$ cat src/fil_pkg.sv
package fil_pkg;
  // ==========================================================
  // register map (printed offsets are not all multiples of 4,
  // so the printed offset is a register index; byte = 4*index)
  // ==========================================================
  localparam logic [7:0] IDX_STATUS   = 8'h0C;  // fault_status
  localparam logic [7:0] IDX_MASK     = 8'h0D;  // fault_interrupt_mask
  localparam logic [7:0] IDX_KEY      = 8'h10;  // write_unlock_key
  localparam logic [7:0] IDX_SYSCFG   = 8'h11;  // system_config
  localparam logic [7:0] IDX_IRQEN    = 8'h12;  // irq enable
  localparam logic [7:0] IDX_IRQSTAT  = 8'h13;  // sticky event status
  localparam logic [7:0] IDX_IRQCLR   = 8'h14;  // sticky clear, write-only
  localparam logic [7:0] IDX_POWER    = 8'h15;  // power state / regulator enable
  // ==========================================================
  // field positions and values
  // ==========================================================
  localparam int         BIT_OVP      = 7;      // led supply overvoltage
  localparam int         BIT_SIXV     = 6;      // six volt rail fault
  localparam int         BIT_PROJ     = 5;      // projector enable low
  localparam int         BIT_MIRR     = 4;      // mirror regulator fault
  localparam int         BIT_UNDERVOLTAGE_LOCKOUT_FLAG     = 3;      // undervoltage lockout
  localparam int         BIT_LOWBAT   = 2;      // low battery
  localparam int         BIT_TSD      = 1;      // thermal shutdown
  localparam int         BIT_HOT      = 0;      // thermal warning
  localparam int         BIT_MAP      = 0;      // switch map select
  localparam int         BIT_RSVD1    = 1;      // reserved, write as 0
  localparam logic [7:0] SYSCFG_WMASK = 8'h03;  // writable syscfg bits
  localparam logic [7:0] KEY_FIRST    = 8'hBA;  // unlock byte one
  localparam logic [7:0] KEY_SECOND   = 8'hBE;  // unlock byte two
  localparam logic [7:0] KEY_LOCK     = 8'h00;  // relock value
  localparam logic [7:0] KEY_RD_LOCK  = 8'h00;  // read while locked
  localparam logic [7:0] KEY_RD_OPEN  = 8'h01;  // read while unlocked
  localparam logic [7:0] RST_BYTE     = 8'h00;  // reset of rw registers
  localparam logic       RST_REGEN    = 1'b1;   // regulator enable after reset
  localparam logic [31:0] RD_UNMAPPED = 32'h00000000; // unmapped read answer
  // ==========================================================
  // timing
  // ==========================================================
  localparam int         CLK_HZ       = 25000000;  // system clock
  localparam int         UNDERVOLTAGE_LOCKOUT_FLAG_MS      = 25;        // undervoltage_lockout_flag to reset delay
  localparam int         UNDERVOLTAGE_LOCKOUT_FLAG_CYCLES  = (CLK_HZ / 1000) * UNDERVOLTAGE_LOCKOUT_FLAG_MS;
  // ==========================================================
  // types
  // ==========================================================
  typedef enum logic [3:0] {
    PWR_ACTIVE  = 4'b0001,
    PWR_STANDBY = 4'b0010,
    PWR_OFF     = 4'b0100,
    PWR_RESET   = 4'b1000
  } fil_pwr_t;
  // live analog condition inputs
  typedef struct packed {
    logic ovp;      // led supply above ovp threshold
    logic sixv;     // six volt rail out of regulation
    logic projLow;  // projector enable pin low
    logic mirror;   // mirror regulator fault
    logic undervoltage_lockout_flag;     // battery below undervoltage_lockout_flag
    logic lowBat;   // battery below low threshold
    logic thermal_shutdown_flag;      // thermal shutdown active
    logic hot;      // above hot threshold
  } fil_cond_t;
  // avalon request
  typedef struct packed {
    logic [9:0]  address;    // byte address
    logic        read;       // read strobe
    logic        write;      // write strobe
    logic [3:0]  byteenable; // lanes
    logic [31:0] writedata;  // write data
  } fil_avreq_t;
endpackage : fil_pkg

$ cat src/fil_top.sv
`timescale 1ns/100ps
module fil_top (
  input  wire logic              clk_sys,      // system clock
  input  wire logic              resetn,       // async reset, low
  input  wire logic              clkEn,        // freezes state when low
  input  wire fil_pkg::fil_cond_t cond,        // live fault conditions
  input  wire fil_pkg::fil_avreq_t avReq,      // avalon request
  output logic [31:0]            readdata,     // avalon read data
  output logic                   waitrequest,  // avalon wait
  output logic                   irq_out_n,    // fault interrupt, low active
  output logic                   irq,          // sticky event interrupt
  output logic                   mirror_regulator_enable, // regulator enable
  output logic                   switchMap,    // led switch map select
  output logic                   serialEnable, // serial port enabled
  output fil_pkg::fil_pwr_t      powerState    // power mode
);
  import fil_pkg::*;

  // ==========================================================
  // bus decode
  // ==========================================================
  logic [7:0]  regIdx;      // register index
  logic        aligned;     // word aligned access
  logic        ack;         // access completes this cycle
  logic        wrLow;       // write with low lane enabled
  logic [7:0]  wData;       // low byte of write data
  logic [7:0]  status;      // live fault status
  logic [7:0]  mask;        // fault mask
  logic [7:0]  syscfg;      // system config
  logic [7:0]  irqEn;       // sticky interrupt enable
  logic [7:0]  irqStat;     // sticky event bits
  logic [7:0]  condPrev;    // previous status for edge
  logic        unlocked;    // protected writes allowed
  logic        keyArmed;    // first key byte seen
  logic [19:0] uvloCnt;     // undervoltage_lockout_flag delay counter
  logic        uvloDone;    // delay expired

  // register index from byte address
  function automatic logic [7:0] idxOf(input logic [9:0] a);
    idxOf = a[9:2];
  endfunction : idxOf

  assign regIdx  = idxOf(avReq.address);
  assign aligned = (avReq.address[1:0] == 2'b00);
  assign wData   = avReq.writedata[7:0];
  assign wrLow   = ack && avReq.write && avReq.byteenable[0] && aligned;
  // status is the live condition vector, writes never touch it
  assign status  = cond;

  // ==========================================================
  // avalon handshake: one wait cycle, answer on second edge
  // ==========================================================
  // waitrequest high at request start, low for the finishing cycle
  always_ff @(posedge clk_sys or negedge resetn) begin
    if (!resetn) begin
      waitrequest <= 1'b1;
    end else if (clkEn) begin
      if ((avReq.read || avReq.write) && waitrequest) begin
        waitrequest <= 1'b0;  // answer next cycle
      end else begin
        waitrequest <= 1'b1;  // idle or just finished
      end
    end
  end
  assign ack = clkEn && !waitrequest && (avReq.read || avReq.write);

  // read data prepared while waiting
  always_ff @(posedge clk_sys or negedge resetn) begin
    if (!resetn) begin
      readdata <= 32'h00000000;
    end else if (clkEn && avReq.read && waitrequest) begin
      if (!aligned) begin
        readdata <= RD_UNMAPPED;
      end else begin
        case (regIdx)
          IDX_STATUS:  readdata <= {24'h000000, status};
          IDX_MASK:    readdata <= {24'h000000, mask};
          IDX_KEY:     readdata <= {24'h000000, unlocked ? KEY_RD_OPEN : KEY_RD_LOCK};
          IDX_SYSCFG:  readdata <= {24'h000000, syscfg};
          IDX_IRQEN:   readdata <= {24'h000000, irqEn};
          IDX_IRQSTAT: readdata <= {24'h000000, irqStat};
          IDX_POWER:   readdata <= {23'h000000, mirror_regulator_enable, 4'h0, powerState};
          default:     readdata <= RD_UNMAPPED;
        endcase
      end
    end
  end

  // ==========================================================
  // unlock sequence
  // ==========================================================
  always_ff @(posedge clk_sys or negedge resetn) begin
    if (!resetn) begin
      unlocked <= 1'b0;
      keyArmed <= 1'b0;
    end else if (clkEn && wrLow) begin
      if (regIdx == IDX_KEY) begin
        if (keyArmed && wData == KEY_SECOND) begin
          unlocked <= 1'b1;
          keyArmed <= 1'b0;
        end else if (wData == KEY_FIRST) begin
          keyArmed <= 1'b1;
        end else begin
          keyArmed <= 1'b0;
          if (wData == KEY_LOCK) begin
            unlocked <= 1'b0;
          end
        end
      end else begin
        keyArmed <= 1'b0;
      end
    end
  end

  // ==========================================================
  // protected registers: mask and syscfg
  // ==========================================================
  always_ff @(posedge clk_sys or negedge resetn) begin
    if (!resetn) begin
      mask   <= RST_BYTE;
      syscfg <= RST_BYTE;
    end else if (clkEn && wrLow && unlocked) begin
      if (regIdx == IDX_MASK) begin
        mask <= wData;
      end
      if (regIdx == IDX_SYSCFG) begin
        syscfg <= wData & SYSCFG_WMASK;
      end
    end
  end

  // ==========================================================
  // sticky event interrupt
  // ==========================================================
  always_ff @(posedge clk_sys or negedge resetn) begin
    if (!resetn) begin
      irqEn    <= RST_BYTE;
      irqStat  <= RST_BYTE;
      condPrev <= RST_BYTE;
    end else if (clkEn) begin
      condPrev <= status;
      if (wrLow && regIdx == IDX_IRQEN) begin
        irqEn <= wData;
      end
      // rising condition sets; set wins over clear
      if (wrLow && regIdx == IDX_IRQCLR) begin
        irqStat <= (irqStat & ~wData) | (status & ~condPrev);
      end else begin
        irqStat <= irqStat | (status & ~condPrev);
      end
    end
  end

  // ==========================================================
  // power state and regulator enable
  // ==========================================================
  assign uvloDone = (uvloCnt == 20'(UNDERVOLTAGE_LOCKOUT_FLAG_CYCLES - 1));

  // undervoltage_lockout_flag delay counter, runs while undervoltage_lockout_flag holds
  always_ff @(posedge clk_sys or negedge resetn) begin
    if (!resetn) begin
      uvloCnt <= 20'h00000;
    end else if (clkEn) begin
      if (!status[BIT_UNDERVOLTAGE_LOCKOUT_FLAG]) begin
        uvloCnt <= 20'h00000;
      end else if (!uvloDone) begin
        uvloCnt <= uvloCnt + 20'h00001;
      end
    end
  end

  // power mode machine; reset state exits only by device reset
  always_ff @(posedge clk_sys or negedge resetn) begin
    if (!resetn) begin
      powerState              <= PWR_ACTIVE;
      mirror_regulator_enable <= RST_REGEN;
      serialEnable            <= 1'b1;
    end else if (clkEn) begin
      if (status[BIT_MIRR] || status[BIT_UNDERVOLTAGE_LOCKOUT_FLAG]) begin
        mirror_regulator_enable <= 1'b0;
      end else if (wrLow && unlocked && regIdx == IDX_POWER) begin
        mirror_regulator_enable <= wData[0];
      end
      case (powerState)
        PWR_RESET: begin
          serialEnable <= 1'b0;
        end
        default: begin
          if (status[BIT_UNDERVOLTAGE_LOCKOUT_FLAG] && uvloDone) begin
            powerState   <= PWR_RESET;
            serialEnable <= 1'b0;
          end else if (status[BIT_PROJ]) begin
            powerState <= PWR_OFF;
          end else if (status[BIT_MIRR] || status[BIT_TSD]) begin
            powerState <= PWR_STANDBY;
          end else if (powerState != PWR_STANDBY) begin
            powerState <= PWR_ACTIVE;
          end
        end
      endcase
    end
  end

  // ==========================================================
  // output pins
  // ==========================================================
  always_ff @(posedge clk_sys or negedge resetn) begin
    if (!resetn) begin
      irq_out_n <= 1'b1;
      irq       <= 1'b0;
      switchMap <= 1'b0;
    end else if (clkEn) begin
      irq_out_n <= ~|(status & ~mask);
      irq       <= |(irqStat & irqEn);
      switchMap <= syscfg[BIT_MAP];
    end
  end

  // ==========================================================
  // checks
  // ==========================================================
  irq_follows_a: assert property (@(posedge clk_sys) disable iff (!resetn)
    clkEn |=> irq_out_n == ~|($past(status) & ~$past(mask)))
    else $error("irq pin mismatch");
  key_read_a: assert property (@(posedge clk_sys) disable iff (!resetn)
    (ack && avReq.read && regIdx == IDX_KEY && aligned) |-> readdata[7:0] == {7'h00, unlocked})
    else $error("key readback wrong");
  locked_hold_a: assert property (@(posedge clk_sys) disable iff (!resetn)
    (!unlocked && clkEn) |=> $stable(mask) && $stable(syscfg))
    else $error("locked write took effect");
  unlock_seq_a: assert property (@(posedge clk_sys) disable iff (!resetn)
    (wrLow && regIdx == IDX_KEY && wData == KEY_SECOND && keyArmed) |=> unlocked)
    else $error("unlock failed");
  relock_a: assert property (@(posedge clk_sys) disable iff (!resetn)
    (wrLow && regIdx == IDX_KEY && wData == KEY_LOCK) |=> !unlocked)
    else $error("relock failed");
  abandon_a: assert property (@(posedge clk_sys) disable iff (!resetn)
    (wrLow && regIdx != IDX_KEY) |=> !keyArmed)
    else $error("sequence not abandoned");
  regen_clear_a: assert property (@(posedge clk_sys) disable iff (!resetn)
    (clkEn && (status[BIT_MIRR] || status[BIT_UNDERVOLTAGE_LOCKOUT_FLAG])) |=> !mirror_regulator_enable)
    else $error("regulator enable kept");
  proj_off_a: assert property (@(posedge clk_sys) disable iff (!resetn)
    (clkEn && status[BIT_PROJ] && !status[BIT_UNDERVOLTAGE_LOCKOUT_FLAG] && powerState != PWR_RESET) |=> powerState == PWR_OFF)
    else $error("not off");
  tsd_stby_a: assert property (@(posedge clk_sys) disable iff (!resetn)
    (clkEn && status[BIT_TSD] && !status[BIT_PROJ] && !status[BIT_UNDERVOLTAGE_LOCKOUT_FLAG] && powerState != PWR_RESET)
    |=> powerState == PWR_STANDBY)
    else $error("not standby");
  undervoltage_lockout_flag_reset_a: assert property (@(posedge clk_sys) disable iff (!resetn)
    (clkEn && status[BIT_UNDERVOLTAGE_LOCKOUT_FLAG] && uvloDone) |=> powerState == PWR_RESET && !serialEnable)
    else $error("no reset after undervoltage_lockout_flag");
  status_rd_a: assert property (@(posedge clk_sys) disable iff (!resetn)
    (clkEn && avReq.read && waitrequest && aligned && regIdx == IDX_STATUS) |=> readdata[7:0] == $past(cond))
    else $error("status read wrong");
  cfg_map_a: assert property (@(posedge clk_sys) disable iff (!resetn)
    clkEn |=> switchMap == $past(syscfg[BIT_MAP]))
    else $error("map not applied");
  unlock_c: cover property (@(posedge clk_sys) disable iff (!resetn) $rose(unlocked));
  irq_c: cover property (@(posedge clk_sys) disable iff (!resetn) $fell(irq_out_n));
  reset_c: cover property (@(posedge clk_sys) disable iff (!resetn) powerState == PWR_RESET);
endmodule : fil_top

$ cat config.mk
export PLATFORM = sky130hd
export DESIGN_NAME = fil_top
export DESIGN_NICKNAME = d
export VERILOG_FILES = /design/src/fil_pkg.sv /design/src/fil_top.sv
export SDC_FILE = /design/constraint.sdc
export NUM_CORES = 1
export LEC_CHECK = 0
export BUFFER_PORTS_ARGS = -buffer_cell sky130_fd_sc_hd__buf_2
export CORE_MARGIN = 2
export CORE_UTILIZATION = 30
export DETAILED_ROUTE_END_ITERATION = 6
export GPL_ROUTABILITY_DRIVEN = 0
export SYNTH_ARGS = -nofsm -noshare
export SYNTH_HDL_FRONTEND = slang
export SYNTH_SLANG_ARGS = --single-unit
$ cat constraint.sdc
create_clock -name clk_sys -period 2.4 [get_ports clk_sys]
set_input_delay 0.24 -clock clk_sys [delete_from_list [all_inputs] [get_ports clk_sys]]
set_output_delay 0.24 -clock clk_sys [all_outputs]
set_load 0.02 [all_outputs]
==> flow_metrics.py, run 1 <==
metrics = {
    "critical_path": {
        "cp-start-kind": "flip-flop",
        "cp.arrival_ns": 2.28,
        "crit_type": "reg2reg",
        "cp_slowest_stage_delay_ns": 0.48,
        "cpMaxStageDelayCell": "or4_1",
        "r2r_slack_ns": 0.40,
        "reg2regPathDepth": 7,
        "path_max_fanout": 18,
        "endpoint_kind": "flip-flop",
        "reg2reg_from": "uvloCnt[0]",
        "crit_end": "uvloCnt[19]",
        "crit_start": "uvloCnt[0]",
        "crit_chain": "ha_1 > and4bb_2 > nand4_2 > o31ai_4 > buf_4 > or4_1 > nand3_1",
        "crit_required_ns": 2.67,
        "r2r_end": "uvloCnt[19]",
    },
    "synth": {
        "seq_area_frac_synth_pct": 45.4,
        "yosysUniqueCellTypes": 63,
        "synth_area_per_cell_um2": 9.59,
        "syn_area_mm2": 0.00414,
        "synth_mux_area_share_pct": 8.33,
        "synth_edf_count": 0,
        "ys_async_sr_fraction_pct": 100,
        "synthFlopType": "dfrtp_1",
        "synth-adder-area-share_pct": 0.302,
        "synth_compound_area_share_pct": 16.9,
        "synthCells": 432,
        "yosys_warnings": 0,
        "synth-seq-cells": 75,
        "synth_xor_area_share_pct": 0.211,
        "synth_top_family_by_area": "simple AND/OR/NAND/NOR gates",
        "yosys.area_share.simple_pct": 20.0,
    },
    "route": {
        "drtPass1Iterations": 4,
        "drt_wl_total_um": 10700,
        "drt_iter0_markers": 196,
        "vias_per_cell": 5.04,
        "remaining_drc_errors": 0,
        "detail-route-antenna-nets": 0,
        "wl_per_cell_um": 16.0,
        "dr_total_vias": 3355,
    },
    "timing": {
        "worstMarginPinSlew_ns": 0.606,
        "setup_viol": 0,
        "period_share_pct": 83.5,
        "setup-tns-final_ns": 0,
        "layout_min_cycle_time_ns": 2.00,
        "hold_viol": 0,
        "clock.fmax_mhz": 499,
        "max_slew_margin_pct": 59.3,
        "finalClockSkew_ns": 0.00845,
        "maxSlewViolCount": 0,
        "hold-worst-slack_ns": 0.167,
        "rsz0062_at_grt": "false",
        "fin_ws_ns": 0.395,
    },
    "clock_tree": {
        "htree_num_levels": 3,
        "cts_hold_buf": 1,
        "path_clk_slew_ns": 0.06,
        "cts-root-buf": "clkbuf_16",
        "cts_setup_buffers": 0,
        "clock_latency_ns": 0.34,
        "cts_made_buffers": 9,
        "cts_sinks": 75,
        "cts_buffer_depth": 2,
        "ctsResizeCount": 0,
        "tritoncts": "done",
    },
    "run": {
        "drv_cap": 0,
    },
    "die": {
        "start_util_pct": 31.0,
        "rows": 42,
        "io_pins": 101,
        "die_x_um": 122,
        "die_y_um": 122,
        "die_area_mm2": 0.0148,
        "core_mm2": 0.0133,
    },
    "place": {
        "dp_hpwl_um": 7920,
        "portBuffers": 50,
        "dp_slack_ns": 0.418,
        "dp.cells": 648,
        "placed_area_mm2": 0.00450,
    },
    "global_route": {
        "grt_max_degree": 40,
        "track_usage_pct": 15.0,
        "first_global_vias": 3240,
        "antenna_found_initial": 2,
        "grt_pass1_wl_um": 17000,
        "grt_overflow": 0,
    },
    "run_status": {
        "status": "complete, no violations",
    },
    "power": {
        "leakage_nw": 2.23,
        "p_total_mw": 3.13,
        "powerDensity_mw_per_mm2": 646,
        "ir_drop_mv": 0.363,
    },
    "layout": {
        "area_delta_synth_final_pct": 16.8,
        "fin_nets": 544,
        "layout-drive-gt1-share_pct": 22.9,
        "final_core_util_pct": 36.3,
        "fin_cells": 666,
        "stdcell_area_mm2": 0.00484,
    },
    "hold_path": {
        "hp-class": "in2reg",
        "holdPathStages": 3,
    },
}
[flip-flops by register name, indices dropped and copies added, names as in the netlist]
register / count
unlocked: 1
readdata: 9
switchMap: 1
waitrequest: 1
irqStat: 8
condPrev: 8
irqEn: 8
mirror_regulator_enable: 1
syscfg: 2
irq: 1
keyArmed: 1
uvloCnt: 20
serialEnable: 1
irq_out_n: 1
powerState: 4
mask: 8
[layer usage]
metal  global-route usage, %  part of all wire, %  up-vias
met2                    24.1                   47       94
met4                    4.38                  1.3        2
li1                        -                    -     1648
met3                    3.89                  5.4       13
met1                    20.0                   46     1598
met5                       0                 0.12        -
[worst min path at each step]
stage,start,to
after floorplan,resetn,condPrev[0]
after global placement,resetn,condPrev[2]
after detailed placement,resetn,condPrev[1]
after CTS,avReq[37],waitrequest
after global routing,avReq[7],irqEn[7]
final,avReq[37],waitrequest
[Yosys cell counts (4+ instances only)]
library cell / number / area, µm²
dfrtp_1: 70 / 1750
nand2_1: 53 / 199
o21ai_0: 29 / 145
buf_4: 25 / 188
inv_1: 25 / 93.8
mux2_2: 18 / 203
nor2_1: 17 / 63.8
nand3_1: 16 / 80.1
mux2i_1: 12 / 120
a21oi_1: 10 / 50.1
nor3_1: 10 / 50.1
and3_1: 9 / 56.3
clkbuf_1: 8 / 30.0
o21ai_1: 8 / 40.0
o22ai_1: 8 / 50.1
o2bb2ai_1: 8 / 70.1
buf_2: 7 / 35.0
nand4_1: 7 / 43.8
a31oi_1: 6 / 37.5
o31ai_1: 6 / 45.0
dfstp_2: 5 / 131
nor2b_1: 5 / 31.3
or3_1: 5 / 31.3
a211oi_1: 4 / 30.0
a22o_1: 4 / 35.0
[final cells by class]
cell class	count	area (µm²)
multi-input cells	313	1990
flip-flops and latches	75	1880
clock inverters	6	95.1
repair buffers	60	330
diodes	1	2.50
well taps	176	220
clock buffers	10	229
fillers	1380	8510
inverters	25	93.8
[worst max-delay path: cells and delay by family, from the launching register on]
family | cells | cell delay, ns
AOI/OAI and AO/OA | 1 | 0.06
adders and majority gates | 1 | 0.27
buffers and inverters | 1 | 0.21
DFF | 1 | 0.42
and+or+nand+nor | 4 | 0.97
[report_power, final]
| group | internal, mW | total (mW) | switching [mW] |
|---|---|---|---|
| Clock | 0.924 | 1.49 | 0.567 |
| Sequential | 1.31 | 1.34 | 0.0360 |
| Combinational | 0.0937 | 0.294 | 0.200 |
[layout by cell type, fill, tap and decap left out, types with 9 or more instances in the layout]
cell type,Yosys,routed
a21oi_1,10,10
and3_1,9,9
buf_2,7,49
buf_4,25,10
clkbuf_16,0,9
conb_1,1,23
dfrtp_1,70,70
inv_1,25,25
mux2_2,18,18
mux2i_1,12,12
nand2_1,53,53
nand3_1,16,16
nor2_1,17,17
nor3_1,10,10
o21ai_0,29,29
[cells by family (layout without fill, tap and decap cells)]
kind of cell	count (synthesis)	in the layout
multiplexers	32	32
other	1	24
AND/OR/NAND/NOR	152	152
flip-flops	75	75
adder cells (fa/ha/maj)	1	1
XOR/XNOR	1	1
AO/OA/AOI/OAI	104	104
buffers and inverters	66	101
No activity file was read; power rests on OpenSTA's default activity.
==> run 2, diff against run 1 <==
Settings changed: ABC_AREA set to 1.
Clock period 2.4 ns to 1.89 ns, I/O delays scaled along.
==> flow_metrics.py, run 2 <==
metrics = {
    "clock_tree": {
        "cts_hold_buf": 1,
        "clock_latency_ns": 0.34,
        "htree_num_levels": 3,
        "cts-root-buf": "clkbuf_16",
        "cts_buffer_depth": 2,
        "cts_sinks": 75,
        "ctsResizeCount": 0,
        "cts_made_buffers": 9,
        "path_clk_slew_ns": 0.06,
        "tritoncts": "done",
        "cts_setup_buffers": 0,
    },
    "critical_path": {
        "crit_type": "reg2reg",
        "cp.arrival_ns": 1.82,
        "cp-start-kind": "flip-flop",
        "path_max_fanout": 5,
        "crit_chain": "ha_1 > nand2_1 > inv_1 > nand3_1 > nor2_1 > nand3_1 > nand3_1 > nand2_1 > nand2_1 > nand2_1",
        "cp_common_cell": "nand2_1",
        "cpMaxStageDelayCell": "dfrtp_1",
        "endpoint_kind": "flip-flop",
        "crit_required_ns": 2.11,
        "path_buf_inv": 1,
        "cp_top_family": "simple AND/OR/NAND/NOR gates",
        "cp_slowest_stage_delay_ns": 0.41,
    },
    "route": {
        "drt_wl_total_um": 11900,
        "drtPass1Iterations": 5,
        "remaining_drc_errors": 0,
        "dr_total_vias": 4191,
        "wl_per_cell_um": 13.5,
        "vias_per_cell": 4.75,
        "detail-route-antenna-nets": 0,
        "drt_iter0_markers": 237,
    },
    "synth": {
        "syn_area_mm2": 0.00453,
        "synth_edf_count": 0,
        "yosysUniqueCellTypes": 38,
        "post-synth-top-count-cell": "nand2_1",
        "seq_area_frac_synth_pct": 41.5,
        "yosys_warnings": 0,
        "synth_top_area_share_pct": 38.6,
        "synthTopCellsByArea": "dfrtp_1, nand2_1, nand3_1",
        "synthCells": 629,
        "synthTopCellsByCount": "nand2_1, nand3_1, dfrtp_1, nor2_1, inv_1",
        "synth_top_area_cell": "dfrtp_1",
        "ys_async_sr_fraction_pct": 100,
        "synth_area_per_cell_um2": 7.21,
        "synth-seq-cells": 75,
        "synthFlopType": "dfrtp_1",
    },
    "place": {
        "portBuffers": 50,
        "placed_area_mm2": 0.00497,
        "dp.cells": 865,
        "dp_hpwl_um": 9100,
    },
    "power": {
        "p_sw_mw": 1.02,
        "pwr-share-clk_pct": 46.5,
        "power.internal_mw": 2.78,
        "p_total_mw": 3.80,
        "pwr-share-seq_pct": 44.1,
        "powerDensity_mw_per_mm2": 719,
        "power_frac_comb_pct": 9.3,
        "ir_drop_mv": 0.497,
        "switching_share_pct": 26.8,
        "leakage_nw": 2.58,
    },
    "die": {
        "core_mm2": 0.0146,
        "rows": 44,
        "io_pins": 101,
        "start_util_pct": 31.0,
        "die_x_um": 127,
        "die_y_um": 127,
        "die_area_mm2": 0.0161,
    },
    "layout": {
        "layout_commonest_cell": "nand2_1",
        "top_register": "uvloCnt",
        "area_delta_synth_final_pct": 16.5,
        "layout-drive-gt1-share_pct": 16.9,
        "largest_reg_flops": 20,
        "final_cell_mix": "nand2_1, nand3_1, dfrtp_1, nor2_1, inv_1",
        "fin_cells": 882,
        "fin_nets": 753,
        "top_regs": "uvloCnt x20, readdata x9",
        "final_core_util_pct": 36.1,
        "n_antenna_cell": 0,
        "stdcell_area_mm2": 0.00528,
    },
    "global_route": {
        "track_usage_pct": 15.2,
        "grt_pass1_wl_um": 19600,
        "first_global_vias": 3756,
        "grt_max_degree": 36,
        "grt_overflow": 0,
        "antenna_found_initial": 0,
    },
    "timing": {
        "hold_viol": 0,
        "rsz0062_at_grt": "false",
        "setup-tns-final_ns": 0,
        "period_share_pct": 84.6,
        "finalClockSkew_ns": 0.00743,
        "layout_min_cycle_time_ns": 1.60,
        "maxSlewViolCount": 0,
        "setup_viol": 0,
        "clock.fmax_mhz": 626,
    },
    "run": {
        "drv_cap": 0,
    },
    "run_status": {
        "status": "complete, no violations",
    },
    "hold_path": {
        "hp-class": "in2reg",
    },
}
## run 2: worst register-to-register path, stage by stage, from the launching register on
cell,delay [ns]
dfrtp_1,0.41
ha_1,0.20
nand2_1,0.07
inv_1,0.08
nand3_1,0.08
nor2_1,0.10
nand3_1,0.19
nand3_1,0.16
nand2_1,0.09
nand2_1,0.07
nand2_1,0.05
## run 2: area by class of cell
class	count	area [µm²]
multi-input cells	484	2260
clock inverters	6	72.6
repair buffers	68	390
flip-flops and latches	75	1880
clock buffers	10	229
inverters	55	211
well taps	184	230
fillers	1560	9360
## run 2: power groups by stage
stage | logic (mW) | registers (mW) | clock network [mW]
after floorplan | 0.230 | 1.71 | 0
after global placement | 0.355 | 1.70 | 0
after detailed placement | 0.358 | 1.71 | 0
after CTS | 0.360 | 1.68 | 1.80
after global routing | 0.402 | 1.68 | 1.86
final | 0.355 | 1.68 | 1.77
## run 2: final timing paths
path	start	end	slack (ns)	depth (start not counted)
max in group asynchronous	resetn	mirror_regulator_enable	0.94	3
min	cond[0]	condPrev[0]	0.11	3
max reg2reg	uvloCnt[0]	powerState[1]	0.29	10
min reg2reg	condPrev[3]	irqStat[3]	0.45	1
max	uvloCnt[0]	powerState[1]	0.29	10
min in group asynchronous	resetn	uvloCnt[19]	0.34	2
## run 2: layer usage
| metal | GRT usage (%) | part of all wire [%] |
|---|---|---|
| met5 | 0 | 0 |
| met4 | 4.33 | 1.3 |
| met3 | 2.83 | 5.9 |
| met2 | 22.8 | 44 |
| met1 | 22.4 | 49 |
## run 2: cell families (layout without fill, tap and decap cells)
family	Yosys count	after routing	synth area share [%]
buffers and inverters	92	139	10.4
adders and majority gates	1	1	0.276
other	1	23	0.0827
xor gates and xnor gates	4	4	0.773
AOI/OAI and AO/OA	66	66	8.61
and+or+nand+nor	390	390	38.4
DFF	75	75	41.5
## run 2: metrics by stage
stage               setup slack [ns]  hold slack [ns]
floorplan                      0.301           -0.107
global placement               0.319            0.177
finish                         0.291            0.111
CTS                            0.289            0.112
detailed placement             0.295            0.179
global route                  0.0769            0.134
==> run 3, diff against run 2 <==
Clock period 1.89 ns to 1.5 ns, I/O delays scaled along.
==> flow_metrics.py, run 3 (same netlist as run 2, synthesis figures left out) <==
metrics = {
    "run_status": {
        "status": "complete, no violations",
    },
    "layout": {
        "final_cell_mix": "nand2_1, dfrtp_1, nand3_1, buf_4, nor2_1",
        "top_regs": "uvloCnt x20, readdata x9",
        "fillers": 1512,
        "layout-drive-gt1-share_pct": 24.4,
        "top_register": "uvloCnt",
        "layout_commonest_cell": "nand2_1",
        "fin_nets": 796,
        "stdcell_area_mm2": 0.00573,
        "area_delta_synth_final_pct": 26.4,
        "n_antenna_cell": 0,
        "largest_reg_flops": 20,
        "fin_cells": 925,
    },
    "place": {
        "placed_area_mm2": 0.00529,
        "dp_hpwl_um": 9460,
        "dp.cells": 902,
        "portBuffers": 50,
    },
    "global_route": {
        "first_global_vias": 4088,
        "track_usage_pct": 16.2,
        "grt.busiest_layer": "met2",
        "grt_util_met3_pct": 3.12,
        "grt_max_degree": 29,
        "grt_pass1_wl_um": 20700,
        "grt_overflow": 0,
        "antenna_found_initial": 0,
        "met1_usage_pct": 23.1,
        "met2_usage_pct": 25.3,
    },
    "critical_path": {
        "cp.arrival_ns": 1.67,
        "cp-start-kind": "flip-flop",
        "path_buf_inv": 1,
        "r2r_end": "uvloCnt[18]",
        "r2r_slack_ns": 0.05,
        "cpMaxStageDelayCell": "dfrtp_1",
        "crit_type": "reg2reg",
        "endpoint_kind": "flip-flop",
        "crit_required_ns": 1.72,
        "reg2regPathDepth": 7,
        "cp_top_family": "simple AND/OR/NAND/NOR gates",
        "cp_slowest_stage_delay_ns": 0.40,
        "crit_chain": "nor3_2 > nand2_1 > nor2_4 > nor2_4 > buf_8 > nand4_1 > nand2_1",
        "path_max_fanout": 12,
        "reg2reg_from": "uvloCnt[14]",
    },
    "die": {
        "start_util_pct": 31.0,
        "die_area_mm2": 0.0161,
        "die_x_um": 127,
        "core_mm2": 0.0146,
        "die_y_um": 127,
        "rows": 44,
        "io_pins": 101,
    },
    "timing": {
        "period_share_pct": 96.5,
        "finalClockSkew_ns": 0.00543,
        "maxSlewViolCount": 0,
        "hold_viol": 0,
        "rsz0062_at_grt": "true",
        "hold-worst-slack_ns": 0.0821,
        "setup_viol": 0,
        "layout_min_cycle_time_ns": 1.45,
        "clock.fmax_mhz": 691,
    },
    "route": {
        "drt_wl_total_um": 12500,
        "detail-route-antenna-nets": 0,
        "remaining_drc_errors": 0,
        "drt_iter0_markers": 338,
        "wl_per_cell_um": 13.5,
        "drtPass1Iterations": 5,
        "dr_total_vias": 4330,
        "vias_per_cell": 4.68,
    },
    "run": {
        "drv_cap": 0,
    },
    "clock_tree": {
        "path_clk_slew_ns": 0.07,
        "cts-root-buf": "clkbuf_16",
        "cts_sinks": 75,
        "cts_made_buffers": 9,
        "htree_num_levels": 3,
        "tritoncts": "done",
        "cts_buffer_depth": 2,
        "clock_latency_ns": 0.34,
    },
    "power": {
        "leakage_nw": 2.81,
        "powerDensity_mw_per_mm2": 822,
        "ir_drop_mv": 0.541,
    },
    "hold_path": {
        "min_to": "waitrequest",
        "hp-class": "in2reg",
        "holdPathStages": 4,
        "min_from": "avReq[37]",
    },
}
[run 3: changes by cell type in the layout (fill, tap and decap cells not counted), moves of 4 or more]
| cell | delta |
|---|---|
| nand3_2 | +5 |
| buf_4 | +34 |
| buf_6 | +4 |
| o21ai_1 | +6 |
| o21ai_0 | -7 |
| nand3_1 | -5 |
| nor2_1 | -4 |
[run 3: where the power goes]
part           internal (mW)  total [mW]  switching [mW]
registers               2.07        2.10          0.0313
clock network           1.15        2.10           0.955
logic                  0.157       0.508           0.351
total                   3.37        4.71            1.34
[run 3: final cells by class]
type | count | area (µm²) | share of cell area, %
clock buffer | 9 | 225 | 3.93
timing repair buffer | 110 | 766 | 13.4
multi-input combinational | 485 | 2350 | 41.0
inverter | 55 | 219 | 3.82
sequential | 75 | 1890 | 32.9
clock inverter | 7 | 57.6 | 1.00
tap | 184 | 230 | 4.02
[run 3: worst min-delay path, cell delays in order]
cell and delay (ns):
buf_2 0.10, o21ai_0 0.07, nand2_1 0.05, nand2_1 0.04
[run 3: what timing repair did]
| item | in CTS | in global routing |
|---|---|---|
| setup endpoints to repair | 20 | 40 |
| pin swaps | 1 | 7 |
| hold buffers | 1 | 0 |
| endpoints found under the hold margin | 21 | 0 |
| setup buffers | 0 | 5 |
| resized for setup | 2 | 36 |
| cloned | 0 | 1 |
[run 3: worst max path at each step]
| stage | from | to | slack (ns) | cells past startpoint |
|---|---|---|---|---|
| floorplan | uvloCnt[0] | uvloCnt[10] | -0.004 | 10 |
| global placement | uvloCnt[1] | uvloCnt[16] | -0.03 | 8 |
| detailed placement | uvloCnt[1] | uvloCnt[14] | -0.07 | 8 |
| CTS | uvloCnt[1] | uvloCnt[16] | 0.006 | 10 |
| global route | uvloCnt[0] | uvloCnt[14] | -0.07 | 9 |
| finish | uvloCnt[14] | uvloCnt[18] | 0.05 | 7 |
[run 3: layer usage]
layer	routed length, µm	vias up
met2	5560	105
met5	0	-
met3	568	5
met1	6250	2002
li1	-	2218
met4	86	0
[run 3: stage by stage]
stage / power [mW] / TNS [ns] / util (%) / worst slack (ns)
2_1_floorplan: 2.45 / -0.00770 / - / -0.00385
3_3_place_gp: 2.63 / -0.0914 / 36.2 / -0.0298
3_5_place_dp: 2.63 / -0.312 / 36.2 / -0.0659
4_1_cts: 4.74 / 0 / 38.2 / 0.00572
5_1_grt: 4.91 / -0.751 / 39.1 / -0.0673
6_report: 4.71 / 0 / 39.1 / 0.0531
